`config.mk`:
```
export PLATFORM = sky130hd
export DESIGN_NAME = vfc_top
export DESIGN_NICKNAME = d
export VERILOG_FILES = /design/src/vfc_pkg.sv /design/src/vfc_axil_slave.sv /design/src/vfc_frame_decide.sv /design/src/vfc_top.sv
export SDC_FILE = /design/constraint.sdc
export NUM_CORES = 1
export LEC_CHECK = 0
export ABC_AREA = 1
export BUFFER_PORTS_ARGS = -buffer_cell sky130_fd_sc_hd__buf_2
export CAP_MARGIN = 25
export CORE_MARGIN = 1.5
export CORE_UTILIZATION = 47
export DETAILED_ROUTE_END_ITERATION = 12
export GPL_TIMING_DRIVEN = 1
export MAX_ROUTING_LAYER = met4
export PLACE_DENSITY = 0.81
export SLEW_MARGIN = 20
export SYNTH_ARGS = -nofsm -noshare
export SYNTH_HDL_FRONTEND = slang
export SYNTH_SLANG_ARGS = --single-unit
```
`constraint.sdc`:
```
create_clock -name clk -period 2.8 [get_ports clk]
set_input_delay 0.28 -clock clk [delete_from_list [all_inputs] [get_ports clk]]
set_output_delay 0.28 -clock clk [all_outputs]
set_load 0.005 [all_outputs]
```
`src/vfc_pkg.sv`:
```
// Package: register map, field positions and reset values of the VLAN frame check policy
package vfc_pkg;

    // ---------------------------------------------------------------
    // Register indices and byte addresses
    // ---------------------------------------------------------------
    localparam logic [7:0] MGMT_CHK_IDX = 8'h02;
    localparam logic [7:0] UNTAG_DROP_IDX = 8'h03;
    localparam logic [7:0] MEMB_DTAG_IDX = 8'h05;
    localparam int ADDR_W = 12;
    localparam logic [11:0] MGMT_CHK_ADDR = {2'b00, MGMT_CHK_IDX, 2'b00};
    localparam logic [11:0] UNTAG_DROP_ADDR = {2'b00, UNTAG_DROP_IDX, 2'b00};
    localparam logic [11:0] MEMB_DTAG_ADDR = {2'b00, MEMB_DTAG_IDX, 2'b00};

    // ---------------------------------------------------------------
    // Reset values and writable masks
    // ---------------------------------------------------------------
    localparam logic [7:0] MGMT_CHK_RST = 8'h10;
    localparam logic [15:0] UNTAG_DROP_RST = 16'h0000;
    localparam logic [15:0] UNTAG_DROP_MASK = 16'h01ff;
    localparam logic [7:0] MEMB_DTAG_RST = 8'hc0;

    // ---------------------------------------------------------------
    // Field positions
    // ---------------------------------------------------------------
    localparam int GXRP_UNTAG_BIT = 6;
    localparam int GXRP_FWD_BIT = 5;
    localparam int HOST_FWD_BYPASS_BIT = 2;
    localparam int SRC_MEMB_LSB = 6;
    localparam int GVRP_TO_MGMT_BIT = 5;
    localparam int GMRP_TO_MGMT_BIT = 4;
    localparam int DTAG_MODE_LSB = 2;
    localparam int RSV_FLOOD_BIT = 1;

    // ---------------------------------------------------------------
    // Ports and codes
    // ---------------------------------------------------------------
    localparam logic [3:0] HOST_PORT = 4'h8;
    localparam logic [3:0] WAN_PORT = 4'h5;
    localparam logic [1:0] DUAL_MGMT_SEL = 2'b11;
    localparam logic [1:0] DTAG_MODE_OFF = 2'b00;
    localparam logic [1:0] DTAG_MODE_ON = 2'b01;
    localparam logic [1:0] RESP_OKAY = 2'b00;
    localparam logic [1:0] RESP_SLVERR = 2'b10;
    localparam logic [39:0] RSV_MCAST_PREFIX = 40'h0180c20000;
    localparam logic [7:0] RSV_MCAST_LOW = 8'h02;
    localparam logic [7:0] RSV_MCAST_HIGH = 8'h2f;

    // Action on a failed source-membership check
    typedef enum logic [1:0] {
        VFC_SM_FWD_NOLEARN = 2'b00,
        VFC_SM_DROP = 2'b01,
        VFC_SM_FWD_LEARN = 2'b10,
        VFC_SM_MGMT_ONLY = 2'b11
    } vfc_sm_action_t;

endpackage

```
`src/vfc_axil_slave.sv`:
```
// AXI4-Lite slave front end that turns bus beats into register strobes
`timescale 1ns/1ps
`default_nettype none
module vfc_axil_slave #(
    parameter int AW = 12
) (
    // Clock and reset
    input wire logic clk,
    input wire logic rst,
    // AXI4-Lite
    input wire logic [AW-1:0] s_axi_awaddr,
    input wire logic s_axi_awvalid,
    output logic s_axi_awready,
    input wire logic [31:0] s_axi_wdata,
    input wire logic [3:0] s_axi_wstrb,
    input wire logic s_axi_wvalid,
    output logic s_axi_wready,
    output logic [1:0] s_axi_bresp,
    output logic s_axi_bvalid,
    input wire logic s_axi_bready,
    input wire logic [AW-1:0] s_axi_araddr,
    input wire logic s_axi_arvalid,
    output logic s_axi_arready,
    output logic [31:0] s_axi_rdata,
    output logic [1:0] s_axi_rresp,
    output logic s_axi_rvalid,
    input wire logic s_axi_rready,
    // Register side
    output logic wr_en,
    output logic [AW-1:0] wr_addr,
    output logic [31:0] wr_data,
    output logic [3:0] wr_strb,
    input wire logic wr_err,
    output logic [AW-1:0] rd_addr,
    input wire logic [31:0] rd_data,
    input wire logic rd_err
);

    logic aw_have_q, aw_have_d, w_have_q, w_have_d, bvalid_q, bvalid_d, rvalid_q, rvalid_d;
    logic [1:0] bresp_q, bresp_d, rresp_q, rresp_d;
    logic [AW-1:0] awaddr_q, awaddr_d;
    logic [31:0] wdata_q, wdata_d, rdata_q, rdata_d;
    logic [3:0] wstrb_q, wstrb_d;
    logic aw_take, w_take, ar_take;

    // Address and data may come in either order; each is held until the write response is accepted
    assign s_axi_awready = ~aw_have_q;
    assign s_axi_wready = ~w_have_q;
    assign s_axi_arready = ~rvalid_q;
    assign aw_take = s_axi_awvalid & ~aw_have_q;
    assign w_take = s_axi_wvalid & ~w_have_q;
    assign ar_take = s_axi_arvalid & ~rvalid_q;
    assign wr_addr = awaddr_q;
    assign wr_data = wdata_q;
    assign wr_strb = wstrb_q;
    assign wr_en = aw_have_q & w_have_q & ~bvalid_q;
    assign rd_addr = s_axi_araddr;

    // Next state of both channels
    always_comb begin
        aw_have_d = aw_have_q | aw_take;
        w_have_d = w_have_q | w_take;
        awaddr_d = aw_take ? s_axi_awaddr : awaddr_q;
        wdata_d = w_take ? s_axi_wdata : wdata_q;
        wstrb_d = w_take ? s_axi_wstrb : wstrb_q;
        bvalid_d = bvalid_q;
        bresp_d = bresp_q;
        if (wr_en) begin
            bvalid_d = 1'b1;
            bresp_d = wr_err ? vfc_pkg::RESP_SLVERR : vfc_pkg::RESP_OKAY;
        end else if (bvalid_q & s_axi_bready) begin
            bvalid_d = 1'b0;
            aw_have_d = 1'b0;
            w_have_d = 1'b0;
        end
        rvalid_d = rvalid_q;
        rdata_d = rdata_q;
        rresp_d = rresp_q;
        if (ar_take) begin
            rvalid_d = 1'b1;
            rdata_d = rd_data;
            rresp_d = rd_err ? vfc_pkg::RESP_SLVERR : vfc_pkg::RESP_OKAY;
        end else if (rvalid_q & s_axi_rready) begin
            rvalid_d = 1'b0;
        end
    end

    // Channel state registers
    always_ff @(posedge clk or posedge rst) begin
        if (rst) begin
            aw_have_q <= 1'b0;
            w_have_q <= 1'b0;
            bvalid_q <= 1'b0;
            rvalid_q <= 1'b0;
            bresp_q <= 2'b00;
            rresp_q <= 2'b00;
            awaddr_q <= '0;
            wdata_q <= 32'h0000_0000;
            rdata_q <= 32'h0000_0000;
            wstrb_q <= 4'h0;
        end else begin
            aw_have_q <= aw_have_d;
            w_have_q <= w_have_d;
            bvalid_q <= bvalid_d;
            rvalid_q <= rvalid_d;
            bresp_q <= bresp_d;
            rresp_q <= rresp_d;
            awaddr_q <= awaddr_d;
            wdata_q <= wdata_d;
            rdata_q <= rdata_d;
            wstrb_q <= wstrb_d;
        end
    end

    assign s_axi_bvalid = bvalid_q;
    assign s_axi_bresp = bresp_q;
    assign s_axi_rvalid = rvalid_q;
    assign s_axi_rdata = rdata_q;
    assign s_axi_rresp = rresp_q;

endmodule
`default_nettype wire

```
`src/vfc_frame_decide.sv`:
```
// Combinational frame check decision from descriptor fields and control registers
`timescale 1ns/1ps
`default_nettype none
module vfc_frame_decide (
    // Frame descriptor
    input wire logic [3:0] src_port,
    input wire logic [47:0] dst_mac,
    input wire logic is_gmrp,
    input wire logic is_gvrp,
    input wire logic has_1q_tag,
    input wire logic vid_hit,
    input wire logic src_member,
    // Switch context
    input wire logic q_enable,
    input wire logic mgmt_mode,
    input wire logic [1:0] mgmt_port_select,
    // Control registers
    input wire logic [7:0] mgmt_chk,
    input wire logic [15:0] untag_drop,
    input wire logic [7:0] memb_dtag,
    // Decisions
    output logic chk_untag_map,
    output logic chk_fwd_map,
    output logic drop,
    output logic learn,
    output logic to_mgmt,
    output logic mgmt_only,
    output logic rsv_flood,
    output logic dt_active
);

    logic host, gxrp, vlan_on, rsv, member_fail, drop_untag, rsv_trap;
    logic [1:0] sm_mode;

    // Port 5 counts as a management port only in dual mode
    always_comb begin
        host = (src_port == vfc_pkg::HOST_PORT) ||
               ((mgmt_port_select == vfc_pkg::DUAL_MGMT_SEL) && (src_port == vfc_pkg::WAN_PORT));
        gxrp = is_gmrp | is_gvrp;
        dt_active = memb_dtag[vfc_pkg::DTAG_MODE_LSB +: 2] == vfc_pkg::DTAG_MODE_ON;
        vlan_on = q_enable | dt_active;
        chk_untag_map = gxrp & mgmt_chk[vfc_pkg::GXRP_UNTAG_BIT] & ~host;
        chk_fwd_map = vlan_on & ((gxrp & mgmt_chk[vfc_pkg::GXRP_FWD_BIT] & ~host) |
                      (host & ~mgmt_chk[vfc_pkg::HOST_FWD_BYPASS_BIT]));
        // Only data ports index the field; bit 8 is never applied
        drop_untag = ~has_1q_tag & ~host & (src_port < 4'h6) & untag_drop[src_port];
        member_fail = vid_hit & ~src_member & ~host;
        sm_mode = memb_dtag[vfc_pkg::SRC_MEMB_LSB +: 2];
        rsv = (dst_mac[47:8] == vfc_pkg::RSV_MCAST_PREFIX) && ((dst_mac[7:0] == 8'h00) ||
              ((dst_mac[7:0] >= vfc_pkg::RSV_MCAST_LOW) && (dst_mac[7:0] <= vfc_pkg::RSV_MCAST_HIGH)));
        rsv_flood = dt_active & mgmt_mode & rsv & memb_dtag[vfc_pkg::RSV_FLOOD_BIT];
        rsv_trap = dt_active & mgmt_mode & rsv & ~memb_dtag[vfc_pkg::RSV_FLOOD_BIT];
        drop = drop_untag | (member_fail & (sm_mode == vfc_pkg::VFC_SM_DROP));
        learn = ~member_fail | (sm_mode == vfc_pkg::VFC_SM_FWD_LEARN);
        mgmt_only = ~drop & ((member_fail & (sm_mode == vfc_pkg::VFC_SM_MGMT_ONLY)) | rsv_trap);
        to_mgmt = ~drop & (mgmt_only | (is_gvrp & memb_dtag[vfc_pkg::GVRP_TO_MGMT_BIT]) |
                  (is_gmrp & memb_dtag[vfc_pkg::GMRP_TO_MGMT_BIT]));
    end

endmodule
`default_nettype wire

```
`src/vfc_top.sv`:
```
// Top of the VLAN frame check policy: register file, bus slave and registered decisions
//
// Function
// - GMRP/GVRP untag-map check when bit six set
// - GMRP/GVRP forward-map check when bit five set and VLAN or double tagging on
// - Bit two exempts host frames from forward check
// - Drop untagged frames on ports marked in field
// - Field bits five..zero map ports, bit eight host; bit eight is stored but never applied
// - Host port, dual-mode port five, never drop-untagged
// - Source member only if listed in VLAN entry
// - Membership failure action chosen by field seven:six
// - No membership check on host management ports
// - Bit five sends GVRP frames to management
// - Bit four sends GMRP frames to management
// - Double tagging off at 00, on at 01
// - Reserved multicast flooded or trapped by bit one when double tagging on in management mode
`timescale 1ns/1ps
`default_nettype none
module vfc_top (
    // Clock and reset
    input wire logic clk,
    input wire logic rst,

    // AXI4-Lite register bus
    input wire logic [11:0] s_axi_awaddr,
    input wire logic s_axi_awvalid,
    output logic s_axi_awready,
    input wire logic [31:0] s_axi_wdata,
    input wire logic [3:0] s_axi_wstrb,
    input wire logic s_axi_wvalid,
    output logic s_axi_wready,
    output logic [1:0] s_axi_bresp,
    output logic s_axi_bvalid,
    input wire logic s_axi_bready,
    input wire logic [11:0] s_axi_araddr,
    input wire logic s_axi_arvalid,
    output logic s_axi_arready,
    output logic [31:0] s_axi_rdata,
    output logic [1:0] s_axi_rresp,
    output logic s_axi_rvalid,
    input wire logic s_axi_rready,

    // Switch context
    input wire logic q_enable,
    input wire logic mgmt_mode,
    input wire logic [1:0] mgmt_port_select,

    // Frame descriptor from the parser
    input wire logic frm_valid,
    input wire logic [3:0] frm_src_port,
    input wire logic [47:0] frm_dst_mac,
    input wire logic frm_is_gmrp,
    input wire logic frm_is_gvrp,
    input wire logic frm_has_1q_tag,
    input wire logic frm_vid_hit,
    input wire logic frm_src_member,

    // Decision to the forwarding pipeline
    output logic dec_valid,
    output logic dec_chk_untag_map,
    output logic dec_chk_fwd_map,
    output logic dec_drop,
    output logic dec_learn,
    output logic dec_to_mgmt,
    output logic dec_mgmt_only,
    output logic dec_rsv_flood,
    output logic dec_dt_active
);

    // ---------------------------------------------------------------
    // Declarations
    // ---------------------------------------------------------------
    // Control registers
    logic [7:0] mgmt_chk_q;
    logic [7:0] mgmt_chk_d;
    logic [15:0] untag_drop_q;
    logic [15:0] untag_drop_d;
    logic [7:0] memb_dtag_q;
    logic [7:0] memb_dtag_d;

    // Slave strobes
    logic wr_en;
    logic wr_err;
    logic rd_err;
    logic [11:0] wr_addr;
    logic [11:0] rd_addr;
    logic [31:0] wr_data;
    logic [31:0] rd_data;
    logic [3:0] wr_strb;

    // Raw decisions
    logic c_untag;
    logic c_fwd;
    logic c_drop;
    logic c_learn;
    logic c_to_mgmt;
    logic c_mgmt_only;
    logic c_flood;
    logic c_dt;

    // Decision register
    logic [8:0] dec_d;
    logic [8:0] dec_q;

    // ---------------------------------------------------------------
    // Bus slave
    // ---------------------------------------------------------------
    vfc_axil_slave #(
        .AW(vfc_pkg::ADDR_W)
    ) u_slave (
        .clk(clk),
        .rst(rst),
        .s_axi_awaddr(s_axi_awaddr),
        .s_axi_awvalid(s_axi_awvalid),
        .s_axi_awready(s_axi_awready),
        .s_axi_wdata(s_axi_wdata),
        .s_axi_wstrb(s_axi_wstrb),
        .s_axi_wvalid(s_axi_wvalid),
        .s_axi_wready(s_axi_wready),
        .s_axi_bresp(s_axi_bresp),
        .s_axi_bvalid(s_axi_bvalid),
        .s_axi_bready(s_axi_bready),
        .s_axi_araddr(s_axi_araddr),
        .s_axi_arvalid(s_axi_arvalid),
        .s_axi_arready(s_axi_arready),
        .s_axi_rdata(s_axi_rdata),
        .s_axi_rresp(s_axi_rresp),
        .s_axi_rvalid(s_axi_rvalid),
        .s_axi_rready(s_axi_rready),
        .wr_en(wr_en),
        .wr_addr(wr_addr),
        .wr_data(wr_data),
        .wr_strb(wr_strb),
        .wr_err(wr_err),
        .rd_addr(rd_addr),
        .rd_data(rd_data),
        .rd_err(rd_err)
    );

    // ---------------------------------------------------------------
    // Register file
    // ---------------------------------------------------------------
    // Unmapped words answer with an error and never touch state
    always_comb begin
        wr_err = !((wr_addr == vfc_pkg::MGMT_CHK_ADDR) ||
                   (wr_addr == vfc_pkg::UNTAG_DROP_ADDR) ||
                   (wr_addr == vfc_pkg::MEMB_DTAG_ADDR));
        rd_err = !((rd_addr == vfc_pkg::MGMT_CHK_ADDR) ||
                   (rd_addr == vfc_pkg::UNTAG_DROP_ADDR) ||
                   (rd_addr == vfc_pkg::MEMB_DTAG_ADDR));
    end

    // Byte-lane writes; reserved bits store what software writes, bits 15:9 stay zero
    always_comb begin
        mgmt_chk_d = mgmt_chk_q;
        untag_drop_d = untag_drop_q;
        memb_dtag_d = memb_dtag_q;
        if (wr_en) begin
            if ((wr_addr == vfc_pkg::MGMT_CHK_ADDR) && wr_strb[0]) begin
                mgmt_chk_d = wr_data[7:0];
            end
            if (wr_addr == vfc_pkg::UNTAG_DROP_ADDR) begin
                if (wr_strb[0]) begin
                    untag_drop_d[7:0] = wr_data[7:0];
                end
                if (wr_strb[1]) begin
                    untag_drop_d[15:8] = wr_data[15:8] & vfc_pkg::UNTAG_DROP_MASK[15:8];
                end
            end
            // Reserved mode codes are stored but act as double tagging off
            if ((wr_addr == vfc_pkg::MEMB_DTAG_ADDR) && wr_strb[0]) begin
                memb_dtag_d = wr_data[7:0];
            end
        end
    end

    // Register state
    always_ff @(posedge clk or posedge rst) begin
        if (rst) begin
            mgmt_chk_q <= vfc_pkg::MGMT_CHK_RST;
            untag_drop_q <= vfc_pkg::UNTAG_DROP_RST;
            memb_dtag_q <= vfc_pkg::MEMB_DTAG_RST;
        end else begin
            mgmt_chk_q <= mgmt_chk_d;
            untag_drop_q <= untag_drop_d;
            memb_dtag_q <= memb_dtag_d;
        end
    end

    // Read mux; the slave registers the result
    always_comb begin
        rd_data = 32'h0000_0000;
        if (rd_addr == vfc_pkg::MGMT_CHK_ADDR) begin
            rd_data[7:0] = mgmt_chk_q;
        end else if (rd_addr == vfc_pkg::UNTAG_DROP_ADDR) begin
            rd_data[15:0] = untag_drop_q;
        end else if (rd_addr == vfc_pkg::MEMB_DTAG_ADDR) begin
            rd_data[7:0] = memb_dtag_q;
        end
    end

    // ---------------------------------------------------------------
    // Frame decision
    // ---------------------------------------------------------------
    vfc_frame_decide u_decide (
        .src_port(frm_src_port),
        .dst_mac(frm_dst_mac),
        .is_gmrp(frm_is_gmrp),
        .is_gvrp(frm_is_gvrp),
        .has_1q_tag(frm_has_1q_tag),
        .vid_hit(frm_vid_hit),
        .src_member(frm_src_member),
        .q_enable(q_enable),
        .mgmt_mode(mgmt_mode),
        .mgmt_port_select(mgmt_port_select),
        .mgmt_chk(mgmt_chk_q),
        .untag_drop(untag_drop_q),
        .memb_dtag(memb_dtag_q),
        .chk_untag_map(c_untag),
        .chk_fwd_map(c_fwd),
        .drop(c_drop),
        .learn(c_learn),
        .to_mgmt(c_to_mgmt),
        .mgmt_only(c_mgmt_only),
        .rsv_flood(c_flood),
        .dt_active(c_dt)
    );

    // Decisions are held between frames so the pipeline may sample late
    always_comb begin
        dec_d[8] = frm_valid;
        dec_d[7:0] = dec_q[7:0];
        if (frm_valid) begin
            dec_d[7:0] = {
                c_untag,
                c_fwd,
                c_drop,
                c_learn,
                c_to_mgmt,
                c_mgmt_only,
                c_flood,
                c_dt
            };
        end
    end

    // Output register
    always_ff @(posedge clk or posedge rst) begin
        if (rst) begin
            dec_q <= 9'h000;
        end else begin
            dec_q <= dec_d;
        end
    end

    assign dec_valid = dec_q[8];
    assign dec_chk_untag_map = dec_q[7];
    assign dec_chk_fwd_map = dec_q[6];
    assign dec_drop = dec_q[5];
    assign dec_learn = dec_q[4];
    assign dec_to_mgmt = dec_q[3];
    assign dec_mgmt_only = dec_q[2];
    assign dec_rsv_flood = dec_q[1];
    assign dec_dt_active = dec_q[0];

endmodule
`default_nettype wire

```
==> results.yml <==
run_status:
  status: "complete, no violations"
timing:
  whs_ns: 0.110
  timing.fmax_ghz: 0.601
  setup_ws_ns: 1.14
  final-hold-violation-count: 0
  finClkSkew_ns: 0.0143
  setup_tns_ns: 0
  period_minus_slack_ns: 1.66
  rsz0062_at_grt: "no"
  tightest_slew_ns: 0.877
  finalMaxSlewViolations: 0
  relSlewSlack_pct: 41.5
  setup_viol_count_final: 0
  post-route-period-util_pct: 59.4
place:
  place_hpwl_microns: 6450
  place_inst: 688
  place_ws_ns: 1.15
  portBuffers: 128
  routabilityCongestion: 0.830
clock_tree:
  ctsHoldBuffers: 0
  numCtsBuffers: 9
  postCtsSetupBuffers: 0
  cts_max_path_buffers: 2
  cts_resized: 0
  clock_sinks: 72
  cts_root_buf: "clkbuf_8"
  cts_max_level: 3
  cts_tree: "built"
  clk_pin_slew_ns: 0.07
  insertion_delay_ns: 0.35
route:
  antenna_left: 0
  wl_per_cell_microns: 11.9
  first_iter_violations: 216
  wl_met1_microns: 3660
  drtPass1Iterations: 4
  dr_wl_met3_microns: 644
  wl_met2_microns: 3970
  highest_layer: "met4"
  vias_per_cell: 4.81
  wirelength_microns: 8400
  num_vias: 3383
  drcViolationCount: 0
logic_synthesis:
  synth_flop_cell: "dfrtp_1"
  synth_compound_area_share_pct: 8.41
  yosys.area_share.simple_pct: 29.1
  synth_xor_xnor_area_share_pct: 0
  yosysWarningCount: 0
  syn_inst: 468
  async_flop_share_pct: 100
  seq_area_frac_synth_pct: 47.2
  synth_fa_ha_area_share_pct: 0
  muxShareOfSynthArea_pct: 3.04
  netlist_area_sq_mm: 0.00382
  avgSynthCellArea_sq_um: 8.17
  ys_ff_latch: 72
  synth_edf_count: 0
  synth_top_family_by_area: "simple AND/OR/NAND/NOR gates"
  yosysUniqueCellTypes: 33
power:
  peakVddDrop_v: 0.000481
  powerDensity_mw_per_mm2: 606
  fin_total_pwr_mw: 2.81
  p_leak_nw: 2.62
critical_path:
  worstPathRequired_ns: 3.03
  slowest_stage: "nand3_2"
  cp_max_fo: 16
  rrSetupSlack_ns: 1.14
  reg2reg_from: "u_slave.s_axi_bvalid$_DFFE_PP0P_"
  start_kind: "flip-flop"
  crit_chain: "inv_1, nand3_2, nor2_2, nand3_2, nand2_1, o21ai_2"
  path_class: "flip-flop to flip-flop"
  crit_path_frequent_cell: "nand3_2"
  crit_family: "simple AND/OR/NAND/NOR gates"
  ff2ff_path_depth: 6
  critPathMaxStageDelay_ns: 0.42
  timing.rr.end: "memb_dtag_q[3]$_DFFE_PP0P_"
  end_kind: "flip-flop"
  crit_buf_inv: 1
  cp.arrival_ns: 1.89
layout:
  nets: 726
  mostFrequentLayoutCells: "buf_2 (128), nand2_1 (90), nor2_1 (70), dfrtp_1 (69), inv_1 (53)"
  fin_cells: 704
  antenna_cells: 0
  drive_gt1_share_pct: 31.6
  final_common_cell: "buf_2"
  synthToLayoutAreaGrowth_pct: 21.5
global_route:
  grt_pass1_wl_microns: 14400
  grt_overflow: 0
  grt_pass1_vias: 3282
  grt_antenna_before_repair: 0
  grt_start_max_net_pins: 73
  gr-usage-all-layers_pct: 21.7
floorplanning:
  num_io_pins: 179
  num_rows: 32
  die_w_microns: 93.2
  die_height_microns: 93.2
  core_sq_mm: 0.00781
  dieArea_sq_mm: 0.00869
  floorplan.initialDensity_pct: 49.0
min_path:
  min_to: "u_slave.s_axi_rvalid$_DFFE_PP0P_"
  min_path_cells: 2
  min_from: "s_axi_rready"
  hp-class: "input port to flip-flop"
flow_run:
  drv_cap: 0
area by class of cell:
| class | instances | area, sq um |
|---|---|---|
| Clock inverter | 3 | 40.0 |
| Fill cell | 725 | 3160 |
| Sequential cell | 72 | 1810 |
| Inverter | 59 | 221 |
| Tap cell | 102 | 128 |
| Timing Repair Buffer | 129 | 648 |
| Clock buffer | 13 | 159 |
| Multi-Input combinational cell | 326 | 1650 |
metal layers:
| layer | GRT usage, % | up-vias |
|---|---|---|
| met5 | - | - |
| met4 | 5.56 | 0 |
| met3 | 7.07 | 15 |
| met2 | 35.8 | 133 |
| met1 | 25.6 | 1527 |
| li1 | - | 1708 |
metrics by stage:
| stage | util (%) | cell area [sq um] |
|---|---|---|
| 6_report | 59.5 | 4650 |
| 5_1_grt | 59.5 | 4650 |
| 4_1_cts | 59.5 | 4650 |
| 3_5_place_dp | 57.0 | 4450 |
| 3_3_place_gp | 57.0 | 4450 |
| 2_1_floorplan | - | 3920 |
Yosys cell counts (3+ instances only):
library cell / instances / area (sq um)
a21oi_1: 21 / 105
buf_4: 25 / 188
clkbuf_1: 6 / 22.5
dfrtp_1: 69 / 1730
dfstp_2: 3 / 78.8
inv_1: 54 / 203
inv_2: 3 / 11.3
mux2_2: 5 / 56.3
mux2i_1: 6 / 60.1
nand2_1: 90 / 338
nand2_2: 4 / 25.0
nand3_1: 52 / 260
nand3_2: 3 / 30.0
nand4_1: 5 / 31.3
nor2_1: 70 / 263
nor2_2: 3 / 18.8
o21ai_0: 12 / 60.1
o21ai_2: 16 / 140
flip-flops by register name (all words and copies together) (netlist names):
signal,count
u_slave.wr_addr,12
dec_q,9
u_slave.s_axi_rdata,9
u_slave.wr_data,9
untag_drop_q,9
memb_dtag_q,8
mgmt_chk_q,8
u_slave.wr_strb,2
u_slave.aw_have_q,1
u_slave.s_axi_bresp,1
u_slave.s_axi_bvalid,1
u_slave.s_axi_rresp,1
u_slave.s_axi_rvalid,1
u_slave.w_have_q,1
where the power goes:
part / internal (mW) / switching [mW]
combinational: 0.239 / 0.395
clock: 0.458 / 0.369
sequential: 1.24 / 0.118
worst max path at each step:
stage          depth (start not counted)                         end                              from
4_1_cts                                6  memb_dtag_q[2]$_DFFE_PP0P_  u_slave.s_axi_bvalid$_DFFE_PP0P_
6_report                               6  memb_dtag_q[3]$_DFFE_PP0P_  u_slave.s_axi_bvalid$_DFFE_PP0P_
2_1_floorplan                          1        dec_q[0]$_DFFE_PP0P_                               rst
3_3_place_gp                           6  memb_dtag_q[2]$_DFFE_PP0P_  u_slave.s_axi_bvalid$_DFFE_PP0P_
3_5_place_dp                           6  memb_dtag_q[2]$_DFFE_PP0P_  u_slave.s_axi_bvalid$_DFFE_PP0P_
5_1_grt                                6  memb_dtag_q[4]$_DFFE_PP0P_  u_slave.s_axi_bvalid$_DFFE_PP0P_
cell families after synthesis:
logic type             count (synthesis)
and+or+nand+nor                      239
muxes                                 11
DFF                                   72
other                                  1
buffers and inverters                 94
AOI/OAI and AO/OA                     51
Power figures use the tool's default switching activity.
